===== src/shared/link_act_pkg.sv =====
package link_act_pkg;
  localparam int unsigned CLK_HZ        = 25_000_000;
  localparam int unsigned FRAME_TIME_US = 1500;
  localparam int unsigned FRAME_CYC     = CLK_HZ / 1_000_000 * FRAME_TIME_US;
  localparam int unsigned BD_W          = 18;

  // Wake tone lengths in frames
  localparam logic [2:0] NET_TONE_FRAMES  = 3'h6;
  localparam logic [2:0] LINE_TONE_FRAMES = 3'h2;
  localparam logic [2:0] TONE_LAST        = 3'h1;

  // Register indices, byte address is index times four
  localparam logic [3:0] R_ACT_STAT = 4'h0;
  localparam logic [3:0] R_ACT_CTRL = 4'h1;
  localparam logic [3:0] R_IRQ_EN   = 4'h2;
  localparam logic [3:0] R_IRQ_STAT = 4'h3;
  localparam logic [3:0] R_M4_RX    = 4'h4;
  localparam logic [3:0] R_M4_TX    = 4'h5;
  localparam logic [3:0] R_M56_RX   = 4'h6;
  localparam logic [3:0] R_M56_TX   = 4'h7;
  localparam logic [3:0] R_MNT_CTRL = 4'h8;
  localparam logic [3:0] R_MNT_MODE = 4'h9;
  localparam logic [3:0] R_EOC_RX   = 4'hA;
  localparam logic [3:0] R_EOC_TX   = 4'hB;
  localparam logic [3:0] R_LOOP     = 4'hC;
  localparam logic [3:0] R_ERR_CNT  = 4'hD;

  // Field positions
  localparam int ACT_REQ_BIT = 3;
  localparam int DEA_REQ_BIT = 2;
  localparam int ST_ERR_BIT  = 0;
  localparam int ST_SYNC_BIT = 1;
  localparam int ST_LVL_LSB  = 2;
  localparam int ST_WARM_BIT = 4;
  localparam int IRQ_EOC     = 2;
  localparam int IRQ_M4      = 1;
  localparam int IRQ_M56     = 0;
  localparam int M4_ACT_BIT  = 7;
  localparam int M4_DEA_BIT  = 6;
  localparam int MC_NT       = 0;
  localparam int MC_AUTO_ACT = 1;
  localparam int MC_AUTO_DEA = 2;
  localparam int FS_LSB      = 4;
  localparam int MM_EOC_LSB  = 0;
  localparam int MM_M4_LSB   = 2;
  localparam int MM_M56_LSB  = 4;
  localparam int MM_EOC_AUTO = 6;
  localparam int LB_LINE     = 0;
  localparam int LB_IDL      = 1;
  localparam int LB_FRM      = 2;
  localparam int LB_ANA      = 3;
  localparam int LB_TRANSP   = 4;
  localparam int CNT_NEBE    = 8;
  localparam int ST_FEBE_BIT = 16;
  localparam int ST_NEBE_BIT = 17;

  localparam logic [1:0] LVL_DEACT      = 2'h0;
  localparam logic [1:0] LVL_ACTIVATING = 2'h1;
  localparam logic [1:0] LVL_ACTIVE     = 2'h2;

  localparam logic [3:0] FS_IDLE  = 4'h0;
  localparam logic [3:0] FS_TONE  = 4'h1;
  localparam logic [3:0] FS_SYNC  = 4'h2;
  localparam logic [3:0] FS_SUPER = 4'h3;

  localparam logic [1:0] UPD_FRAME = 2'h0;
  localparam logic [1:0] UPD_BIT   = 2'h1;
  localparam logic [1:0] UPD_TWO   = 2'h2;
  localparam logic [1:0] UPD_THREE = 2'h3;

  typedef enum logic [1:0] {ST_DEACT, ST_TONE, ST_ACTIVATING, ST_ACTIVE} act_state_t;

  typedef logic [BD_W-1:0] bd_t;

  typedef struct packed {
    logic [23:0] eoc;
    logic [7:0]  m4;
    logic [15:0] m56;
  } maint_t;
endpackage : link_act_pkg


===== src/design/rx_update_filter.sv =====
`timescale 1ns/1ps
`default_nettype none
module rx_update_filter
  import link_act_pkg::*;
#(
  parameter int W = 8
) (
  input  wire logic         clk,
  input  wire logic         sys_rst,
  input  wire logic         en,
  input  wire logic [1:0]   mode,
  input  wire logic [W-1:0] din,
  output logic [W-1:0]      val,
  output logic              upd
);
  typedef struct packed {
    logic [W-1:0] val;
    logic [W-1:0] cand;
    logic [1:0]   cnt;
    logic         upd;
  } flt_t;

  flt_t q, d;
  logic same;
  logic hit;

  assign same = (din == q.cand);

  always_comb begin
    d = q;
    d.upd = 1'b0;
    hit = 1'b0;
    if (en) begin
      d.cand = din;
      // Saturates so a long run of one value still counts as repeated
      d.cnt  = !same ? 2'h0 : (q.cnt == 2'h3) ? q.cnt : q.cnt + 2'h1;
      case (mode)
        UPD_FRAME: hit = !same;
        UPD_BIT:   hit = (din != q.val);
        UPD_TWO:   hit = (din != q.val) && same;
        UPD_THREE: hit = (din != q.val) && same && (q.cnt != 2'h0);
        default:   hit = 1'b0;
      endcase
      if (hit) begin
        d.val = din;
        d.upd = 1'b1;
      end
    end
  end

  always_ff @(posedge clk or posedge sys_rst) begin
    if (sys_rst) begin
      q <= '0;
    end else begin
      q <= d;
    end
  end

  assign val = q.val;
  assign upd = q.upd;
endmodule : rx_update_filter
`default_nettype wire


===== src/design/u_link_activation_maintenance.sv =====
// Notes on behaviour
// RULE_01: Start activation on request or wake tone
// RULE_02: LT watches network tone, NT line tone
// RULE_03: Activation runs alone; status shows level, errors
// RULE_04: Only LT deactivates, on deactivation request; LT and NT both also drop to ST_DEACT when sync is lost while active
// RULE_05: NT deactivation request arms warm start
// RULE_06: Framer state readable in maintenance control bits
// RULE_07: Superframe carries six eight-bit maintenance channels
// RULE_08: Four selectable receive update modes
// RULE_09: Act bit gates customer data when enabled
// RULE_10: NT dea bit raises deactivation request
// RULE_11: Receive registers update only with superframe sync
// RULE_12: NT eoc automatic or controller serviced
// RULE_13: Eoc update interrupts when enable bit two
// RULE_14: M4 receive and transmit registers, interrupt bit one
// RULE_15: M5/M6 paired registers, interrupt bit zero
// RULE_16: Febe, nebe states and counters readable
// RULE_17: Four loopbacks, any combination allowed
// RULE_18: Non-transparent loopback sends all ones downstream
// RULE_19: Line loopback returns received data to line
// RULE_20: Digital loopback returns digital input unchanged
// RULE_21: Framer loopback returns data and maintenance
// RULE_22: Analog loopback sends whole superframe out
// RULE_23: Network tone lasts six frames
// RULE_24: Line tone lasts two frames
`timescale 1ns/1ps
`default_nettype none
module u_link_activation_maintenance
  import link_act_pkg::*;
#(
  parameter int unsigned FRAME_CYCLES = FRAME_CYC,
  parameter int          ADR_W        = 8
) (
  input  wire logic             clk,
  input  wire logic             sys_rst,
  input  wire logic [ADR_W-1:0] wb_adr_i,
  input  wire logic [31:0]      wb_dat_i,
  input  wire logic [3:0]       wb_sel_i,
  input  wire logic             wb_we_i,
  input  wire logic             wb_cyc_i,
  input  wire logic             wb_stb_i,
  output logic [31:0]           wb_dat_o,
  output logic                  wb_ack_o,
  output logic                  irq,
  input  wire logic             tone_net_i,
  input  wire logic             tone_line_i,
  input  wire logic             sf_sync,
  input  wire logic             rx_sf_strobe,
  input  wire maint_t           rx_maint,
  input  wire logic             rx_febe,
  input  wire logic             rx_nebe,
  input  wire logic             tx_sf_strobe,
  output maint_t                tx_maint,
  output logic                  tone_tx,
  output logic                  line_deact,
  output logic                  line_disc,
  input  wire bd_t              idl_rx_bd,
  input  wire bd_t              line_rx_bd,
  output bd_t                   idl_tx_bd,
  output bd_t                   line_tx_bd
);
  typedef struct packed {
    act_state_t  st;
    logic [2:0]  tone_cnt;
    logic [15:0] div;
    logic        warm;
    logic        ack;
    logic [31:0] rdata;
    logic [2:0]  irq_en;
    logic [2:0]  irq_flag;
    logic        irq;
    logic [7:0]  m4_tx;
    logic [15:0] m56_tx;
    logic [23:0] eoc_tx;
    logic [2:0]  mctl;
    logic [6:0]  mmode;
    logic [4:0]  loopc;
    logic [7:0]  febe_cnt;
    logic [7:0]  nebe_cnt;
    logic        febe_s;
    logic        nebe_s;
    logic        dea_prev;
    logic        line_deact;
    logic        tone_tx;
    logic        disc;
    maint_t      txm;
    bd_t         idl_tx;
    bd_t         line_tx;
  } st_t;

  st_t q, d;

  logic        acc, wr, adr_ok;
  logic [3:0]  idx;
  logic        nt, lt, sync, rx_en, frame_tick;
  logic        lp_line, lp_idl, lp_frm, lp_ana, transp;
  logic        act_wr, dea_wr, dea_auto, dea_req, tone_seen;
  logic        data_ok;
  bd_t         idle_bd;
  maint_t      rx_src;
  logic [3:0]  fstate;
  logic [1:0]  lvl;
  logic [31:0] rd;
  logic [23:0] eoc_val;
  logic [7:0]  m4_val;
  logic [15:0] m56_val;
  logic        eoc_upd, m4_upd, m56_upd;

  function automatic logic [31:0] bmask(input logic [31:0] o, input logic [31:0] n,
                                        input logic [3:0] s);
    logic [31:0] r;
    for (int i = 0; i < 4; i++) begin
      r[i*8 +: 8] = s[i] ? n[i*8 +: 8] : o[i*8 +: 8];
    end
    return r;
  endfunction : bmask

  function automatic logic hit(input logic [3:0] r, input logic w, input logic [3:0] i,
                               input logic ok);
    return w && ok && (i == r);
  endfunction : hit

  // Write lands on the edge where the master sees ack
  assign acc    = wb_cyc_i && wb_stb_i;
  assign wr     = acc && q.ack && wb_we_i;
  assign idx    = wb_adr_i[5:2];
  assign adr_ok = (wb_adr_i[ADR_W-1:6] == '0);

  assign nt      = q.mctl[MC_NT];
  assign lt      = !nt;
  assign lp_line = q.loopc[LB_LINE];
  assign lp_idl  = q.loopc[LB_IDL];
  assign lp_frm  = q.loopc[LB_FRM];
  assign lp_ana  = q.loopc[LB_ANA];
  assign transp  = q.loopc[LB_TRANSP];

  assign sync      = sf_sync || lp_frm;
  assign rx_en     = sync && (lp_frm ? tx_sf_strobe : rx_sf_strobe); // RULE_11
  assign rx_src    = lp_frm ? q.txm : rx_maint; // RULE_21
  assign tone_seen = nt ? tone_line_i : tone_net_i; // RULE_02
  assign frame_tick = (q.div == 16'(FRAME_CYCLES - 1));

  assign act_wr   = hit(R_ACT_CTRL, wr, idx, adr_ok) && wb_sel_i[0] && wb_dat_i[ACT_REQ_BIT];
  assign dea_wr   = hit(R_ACT_CTRL, wr, idx, adr_ok) && wb_sel_i[0] && wb_dat_i[DEA_REQ_BIT];
  // Falling dea bit stands in for the controller's request
  assign dea_auto = nt && q.mctl[MC_AUTO_DEA] && q.dea_prev && !q.m4_tx[M4_DEA_BIT]; // RULE_10
  assign dea_req  = dea_wr || dea_auto;

  // NT idles at ones and LT at zeros until active, and while act is low with MC_AUTO_ACT set
  assign idle_bd = nt ? '1 : '0;
  assign data_ok = (q.st == ST_ACTIVE) && (!q.mctl[MC_AUTO_ACT] || q.m4_tx[M4_ACT_BIT]);

  rx_update_filter #(.W(24)) u_eoc_flt ( // RULE_08
    .clk     (clk),
    .sys_rst (sys_rst),
    .en      (rx_en),
    .mode    (q.mmode[MM_EOC_LSB +: 2]),
    .din     (rx_src.eoc),
    .val     (eoc_val),
    .upd     (eoc_upd)
  );

  rx_update_filter #(.W(8)) u_m4_flt ( // RULE_14
    .clk     (clk),
    .sys_rst (sys_rst),
    .en      (rx_en),
    .mode    (q.mmode[MM_M4_LSB +: 2]),
    .din     (rx_src.m4),
    .val     (m4_val),
    .upd     (m4_upd)
  );

  rx_update_filter #(.W(16)) u_m56_flt ( // RULE_15
    .clk     (clk),
    .sys_rst (sys_rst),
    .en      (rx_en),
    .mode    (q.mmode[MM_M56_LSB +: 2]),
    .din     (rx_src.m56),
    .val     (m56_val),
    .upd     (m56_upd)
  );

  always_comb begin
    case (q.st)
      ST_TONE:       fstate = FS_TONE;
      ST_ACTIVATING: fstate = FS_SYNC;
      ST_ACTIVE:     fstate = FS_SUPER;
      default:       fstate = FS_IDLE;
    endcase
    case (q.st)
      ST_ACTIVE:     lvl = LVL_ACTIVE;
      ST_DEACT:      lvl = LVL_DEACT;
      default:       lvl = LVL_ACTIVATING;
    endcase
  end

  // Unmapped offsets read as zero and ignore writes
  always_comb begin
    rd = '0;
    if (adr_ok) begin
      case (idx)
        R_ACT_STAT: begin // RULE_03
          rd[ST_ERR_BIT]           = q.nebe_s;
          rd[ST_SYNC_BIT]          = sf_sync;
          rd[ST_LVL_LSB +: 2]      = lvl;
          rd[ST_WARM_BIT]          = q.warm;
        end
        R_IRQ_EN:   rd[2:0]  = q.irq_en;
        R_IRQ_STAT: rd[2:0]  = q.irq_flag;
        R_M4_RX:    rd[7:0]  = m4_val;
        R_M4_TX:    rd[7:0]  = q.m4_tx;
        R_M56_RX:   rd[15:0] = m56_val;
        R_M56_TX:   rd[15:0] = q.m56_tx;
        R_MNT_CTRL: begin
          rd[2:0]           = q.mctl;
          rd[FS_LSB +: 4]   = fstate; // RULE_06
        end
        R_MNT_MODE: rd[6:0]  = q.mmode;
        R_EOC_RX:   rd[23:0] = eoc_val;
        R_EOC_TX:   rd[23:0] = q.eoc_tx;
        R_LOOP:     rd[4:0]  = q.loopc;
        R_ERR_CNT:  begin // RULE_16
          rd[7:0]                = q.febe_cnt;
          rd[CNT_NEBE +: 8]      = q.nebe_cnt;
          rd[ST_FEBE_BIT]        = q.febe_s;
          rd[ST_NEBE_BIT]        = q.nebe_s;
        end
        default:    rd = '0;
      endcase
    end
  end

  always_comb begin
    d = q;
    d.ack        = acc && !q.ack;
    d.rdata      = (acc && !q.ack) ? rd : q.rdata;
    d.line_deact = 1'b0;
    d.dea_prev   = q.m4_tx[M4_DEA_BIT];
    d.div        = frame_tick ? '0 : q.div + 16'h0001;

    if (hit(R_IRQ_EN, wr, idx, adr_ok) && wb_sel_i[0]) d.irq_en = wb_dat_i[2:0];
    if (hit(R_M4_TX, wr, idx, adr_ok) && wb_sel_i[0]) d.m4_tx = wb_dat_i[7:0];
    if (hit(R_M56_TX, wr, idx, adr_ok)) begin
      d.m56_tx = 16'(bmask({16'h0000, q.m56_tx}, wb_dat_i, wb_sel_i));
    end
    if (hit(R_EOC_TX, wr, idx, adr_ok)) begin
      d.eoc_tx = 24'(bmask({8'h00, q.eoc_tx}, wb_dat_i, wb_sel_i));
    end
    if (hit(R_MNT_CTRL, wr, idx, adr_ok) && wb_sel_i[0]) d.mctl = wb_dat_i[2:0];
    if (hit(R_MNT_MODE, wr, idx, adr_ok) && wb_sel_i[0]) d.mmode = wb_dat_i[6:0];
    if (hit(R_LOOP, wr, idx, adr_ok) && wb_sel_i[0]) d.loopc = wb_dat_i[4:0]; // RULE_17

    // New update beats a simultaneous write-one clear
    d.irq_flag = q.irq_flag;
    if (hit(R_IRQ_STAT, wr, idx, adr_ok) && wb_sel_i[0]) d.irq_flag = q.irq_flag & ~wb_dat_i[2:0];
    d.irq_flag[IRQ_EOC] = d.irq_flag[IRQ_EOC] || eoc_upd; // RULE_13
    d.irq_flag[IRQ_M4]  = d.irq_flag[IRQ_M4] || m4_upd; // RULE_14
    d.irq_flag[IRQ_M56] = d.irq_flag[IRQ_M56] || m56_upd; // RULE_15
    d.irq = |(d.irq_flag & d.irq_en);

    if (hit(R_ERR_CNT, wr, idx, adr_ok)) begin
      d.febe_cnt = '0;
      d.nebe_cnt = '0;
    end else if (rx_en) begin // RULE_16
      d.febe_cnt = q.febe_cnt + {7'h00, rx_febe};
      d.nebe_cnt = q.nebe_cnt + {7'h00, rx_nebe};
    end
    if (rx_en) begin
      d.febe_s = rx_febe;
      d.nebe_s = rx_nebe;
    end

    case (q.st)
      ST_DEACT: begin
        if (act_wr || tone_seen) begin // RULE_01
          d.st       = ST_TONE;
          d.tone_tx  = 1'b1;
          d.tone_cnt = nt ? NET_TONE_FRAMES : LINE_TONE_FRAMES; // RULE_23 RULE_24
          d.div      = '0;
        end
      end
      ST_TONE: begin
        if (frame_tick) begin
          if (q.tone_cnt == TONE_LAST) begin
            d.tone_tx = 1'b0;
            d.st      = ST_ACTIVATING;
          end else begin
            d.tone_cnt = q.tone_cnt - 3'h1;
          end
        end
      end
      ST_ACTIVATING: begin
        if (sync) begin // RULE_03
          d.st   = ST_ACTIVE;
          d.warm = 1'b0;
        end
      end
      ST_ACTIVE: begin
        if (nt && dea_req) d.warm = 1'b1; // RULE_05
        if (!sync) d.st = ST_DEACT;
      end
      default: d.st = ST_DEACT;
    endcase

    // Only the LT may take the loop down
    if (lt && dea_wr && q.st != ST_DEACT) begin // RULE_04
      d.st         = ST_DEACT;
      d.tone_tx    = 1'b0;
      d.line_deact = 1'b1;
    end

    if (tx_sf_strobe) begin // RULE_07 RULE_22
      d.txm.eoc = (nt && q.mmode[MM_EOC_AUTO]) ? eoc_val : q.eoc_tx; // RULE_12
      d.txm.m4  = q.m4_tx;
      d.txm.m56 = q.m56_tx;
    end

    if (lp_line) d.line_tx = line_rx_bd; // RULE_19
    else if ((lp_idl || lp_frm) && !transp) d.line_tx = '1; // RULE_18
    else if (lp_ana || data_ok) d.line_tx = idl_rx_bd; // RULE_22
    else d.line_tx = idle_bd; // RULE_09

    if (lp_idl || lp_frm) d.idl_tx = idl_rx_bd; // RULE_20 RULE_21
    else if (lp_line && !transp) d.idl_tx = '1; // RULE_18
    else if (lp_ana || data_ok) d.idl_tx = line_rx_bd;
    else d.idl_tx = idle_bd; // RULE_09

    d.disc = lp_ana;
  end

  always_ff @(posedge clk or posedge sys_rst) begin
    if (sys_rst) begin
      q <= '0;
    end else begin
      q <= d;
    end
  end

  assign wb_dat_o   = q.rdata;
  assign wb_ack_o   = q.ack;
  assign irq        = q.irq;
  assign tx_maint   = q.txm;
  assign tone_tx    = q.tone_tx;
  assign line_deact = q.line_deact;
  assign line_disc  = q.disc;
  assign idl_tx_bd  = q.idl_tx;
  assign line_tx_bd = q.line_tx;
endmodule : u_link_activation_maintenance
`default_nettype wire


===== config.mk =====
export PLATFORM = sky130hd
export DESIGN_NAME = u_link_activation_maintenance
export DESIGN_NICKNAME = d
export VERILOG_FILES = /design/src/shared/link_act_pkg.sv /design/src/design/rx_update_filter.sv /design/src/design/u_link_activation_maintenance.sv
export SDC_FILE = /design/constraint.sdc
export NUM_CORES = 1
export LEC_CHECK = 0
export BUFFER_PORTS_ARGS = -buffer_cell sky130_fd_sc_hd__buf_4
export CAP_MARGIN = 10
export CORE_ASPECT_RATIO = 0.5
export CORE_MARGIN = 3
export CORE_UTILIZATION = 45
export DETAILED_ROUTE_END_ITERATION = 16
export PLACE_DENSITY = 0.66
export RECOVER_POWER = 25
export REMOVE_ABC_BUFFERS = 1
export SKIP_LAST_GASP = 1
export SYNTH_ARGS = -nofsm -noshare
export SYNTH_HDL_FRONTEND = slang
export SYNTH_SLANG_ARGS = --single-unit
export TNS_END_PERCENT = 100

===== constraint.sdc =====
create_clock -name clk -period 28.4 [get_ports clk]
set_clock_uncertainty 0.1 [all_clocks]
set_input_delay 5.68 -clock clk [delete_from_list [all_inputs] [get_ports clk]]
set_output_delay 5.68 -clock clk [all_outputs]
set_load 0.01 [all_outputs]

==> results.json <==
{
  "status": "finished, violations left",
  "failed_checks": "max-capacitance violations, max-slew violations",
  "cts.sinks": 328,
  "tightest_slew_ns": 6.30,
  "maxCapViolations": 3,
  "worst_ep_required_time_ns": 28.95,
  "place_hpwl_um": 31600,
  "period_share": 0.375,
  "syn2layout_area_growth_pct": 13.6,
  "ir_drop_uv": 45.8,
  "cts.hold.buffers_added": 0,
  "hold_path_end": "q[170]$_DFF_PP0_",
  "clock_latency_ns": 0.58,
  "synth-edff-count": 0,
  "fmax_ghz": 0.0940,
  "grt_pass1_wl_um": 68500,
  "crit_path_frequent_cell": "buf_4",
  "cts_tree": "done",
  "h-tree-depth": 1,
  "io-pin-count": 261,
  "period_minus_slack_ns": 10.64,
  "synth.distinct_cells": 62,
  "power_mw": 1.21,
  "use_met2": 0.375,
  "gp_congestion": 0.844,
  "cts_setup_buffers": 0,
  "fin_setup_tns_ns": 0,
  "fin_hold_ws_ns": 0.367,
  "ctsResizeCount": 0,
  "multi_input_area_um2": 7300,
  "crit_slowest_cell": "clkinvlp_2",
  "timing.rr.end": "u_eoc_flt.val[19]$_DFFE_PP0P_",
  "synth_ff_type": "dfrtp_1",
  "yosysWarnings": 0,
  "syn_inst": 1636,
  "numCtsBuffers": 31,
  "synth_area_um2": 17100,
  "cpPeakStageDelay_ns": 3.45,
  "drv_slew": 211,
  "setup_slack_ns": 17.76,
  "nNetsFinal": 1900,
  "crit_fanout": 141,
  "max-slew-margin-rel": -3.22,
  "first_iter_violations": 852,
  "postRouteAntennaNets": 0,
  "cts.clk_slew.worst_paths_ns": 0.06,
  "root_buffer": "clkbuf_16",
  "grt_max_degree": 142,
  "pre_cts_slack_ns": 19.75,
  "path_class": "primary input to async pin",
  "async_reset_ff_frac": 1.00,
  "yosys.area.top_type": "dfrtp_1",
  "cp-start-kind": "primary input",
  "core_area_um2": 36700,
  "drive_above_1_share": 0.244,
  "avgSynthCellArea_um2": 10.4,
  "endpoint_kind": "async pin",
  "grt_remaining_overflow": 0,
  "busiest_layer": "met2",
  "globalRouteMet3Util": 0.0390,
  "r2r_start": "lp_frm$_DFFE_PP0P_",
  "via_count": 11900,
  "grt_setup_unrepaired": "no",
  "num_antenna_cells": 0,
  "cp_data_arrival_time_ns": 11.19,
  "die_area_um2": 40400,
  "cpLargestDelayFamily": "buffers and inverters",
  "cts_buffer_depth": 3,
  "yosys_register_bits": 328,
  "first_global_vias": 11900,
  "fp.dieW_um": 281,
  "hp-class": "register to register",
  "grt_use_total": 0.218,
  "seq_area_frac_synth": 0.481,
  "synthTopCellsByArea": "dfrtp_1 (48%), mux2i_1 (7.6%), mux2_2 (6.4%)",
  "finalSetupViolCount": 0,
  "regToRegSetupSlack_ns": 23.98,
  "hold_depth": 1,
  "finalHoldViolCount": 0,
  "drcViolationCount": 0,
  "finalWirelength_um": 44300,
  "regArea_um2": 8210,
  "io_buffers": 241,
  "p_leak_nw": 9.38,
  "start_util": 0.465,
  "drt-pass1-iter-count": 5,
  "n_fill_cell": 3304,
  "die_h_um": 144,
  "routed_via_density": 5.31,
  "r2r_cells": 8,
  "met1_usage": 0.290,
  "cp_cell_sequence": "clkbuf_4 -> clkinvlp_2 -> buf_4 -> buf_4",
  "rows": 49,
  "antenna_found_initial": 0,
  "netlist.area_leader.share": 0.481,
  "hold_start": "u_m56_flt.upd$_DFF_PP0_",
  "critPathBufInv": 4,
  "power.density_nw_per_um2": 62.6,
  "avgRoutedWirePerCell_um": 19.7
}
## worst register-to-register path: cells and delay by family (launching register included)
| family | cells | cell delay [ns] |
|---|---|---|
| XOR/XNOR | 1 | 0.13 |
| flip-flops | 1 | 0.76 |
| buffers and inverters | 2 | 1.12 |
| multiplexers | 2 | 0.82 |
| AO/OA/AOI/OAI | 1 | 0.76 |
| AND/OR/NAND/NOR | 2 | 0.67 |
## cells in the mapped netlist (5+ instances only)
cell type  number
o22ai_1         5
mux2i_2        21
a221oi_1       11
nor2_1        146
nand2b_1        6
a21oi_1       153
nor2b_1         5
dfrtp_1       328
ha_1           17
nand3_1        22
o31ai_1         5
nand2_1       109
buf_6           8
nor4_2          5
inv_1          92
or3_1           5
mux2_2         97
nand4_1        25
buf_1          17
o21ai_0        45
xor2_1         17
xnor2_1       102
a22oi_1         9
nor3_1         17
clkbuf_1       45
buf_4         116
nor4_1          9
mux2i_1       130
a21o_1          5
## per-layer routing
metal  part of all wire  vias up  wire, um
met3              0.052       70      2300
met2               0.49      272     21600
met5                  0        -         0
li1                   -     5676         -
met4              0.024        0      1050
met1               0.44     5930     19400
## area by class of cell
cell class / instances / share of cell area
Clock inverter: 8 / 0.00375
Sequential cell: 328 / 0.424
Inverter: 92 / 0.0179
Multi-Input combinational cell: 1032 / 0.377
Timing Repair Buffer: 258 / 0.0980
Tap cell: 484 / 0.0313
Clock buffer: 47 / 0.0483
## worst max-delay path by stage
stage | endpoint | from | cells past startpoint | slack [ns]
after floorplan | d[84]$_DFFE_PP0P_ | sys_rst | 1 | 13.54
after global placement | q[97]$_DFFE_PP0P_ | wb_adr_i[2] | 6 | 19.74
after detailed placement | q[94]$_DFFE_PP0P_ | wb_adr_i[2] | 6 | 19.75
after CTS | q[94]$_DFFE_PP0P_ | wb_adr_i[2] | 6 | 20.35
after global routing | lp_frm$_DFFE_PP0P_ | sys_rst | 2 | 16.51
final | u_eoc_flt.q[15]$_DFFE_PP0P_ | sys_rst | 4 | 17.76
## layout by cell type (no fill, tap or decap), types with 25 or more instances in the layout
cell type / netlist / routed
a21oi_1: 153 / 153
o21ai_0: 45 / 44
buf_4: 116 / 224
mux2_2: 97 / 97
clkbuf_16: 0 / 31
xnor2_1: 102 / 102
mux2i_1: 130 / 130
inv_1: 92 / 91
nand4_1: 25 / 25
dfrtp_1: 328 / 327
nand2_1: 109 / 109
nor2_1: 146 / 146
## through the flow
| step | area, um2 | utilization | cells |
|---|---|---|---|
| 2_1_floorplan | 15800 | - | 1452 |
| 3_3_place_gp | 18400 | 0.502 | 2194 |
| 3_5_place_dp | 18400 | 0.502 | 2194 |
| 4_1_cts | 19400 | 0.530 | 2249 |
| 5_1_grt | 19400 | 0.528 | 2249 |
| 6_report | 19400 | 0.528 | 2249 |
## logic make-up after synthesis
logic type,Yosys count,synth area share
other,1,0.000220
muxes,250,0.160
xor gates and xnor gates,119,0.0611
AOI/OAI and AO/OA,267,0.0914
adders and majority gates,17,0.0125
buffers and inverters,283,0.0940
and+or+nand+nor,371,0.0997
DFF,328,0.481
## sequential cells by signal, summed over array words and instances (netlist names), 10 cells and up
signal         flops
q                104
tx_maint          48
u_eoc_flt.q       26
u_eoc_flt.val     24
wb_dat_o          24
idl_tx_bd         18
line_tx_bd        18
u_m56_flt.q       18
u_m56_flt.val     16
u_m4_flt.q        10
## power breakdown
| group | switching (mW) | total, mW | internal (mW) |
|---|---|---|---|
| sequential | 0.0371 | 0.555 | 0.518 |
| clock | 0.182 | 0.417 | 0.235 |
| combinational | 0.134 | 0.240 | 0.105 |
| total | 0.354 | 1.21 | 0.859 |
No activity file was read; power rests on OpenSTA's default activity.
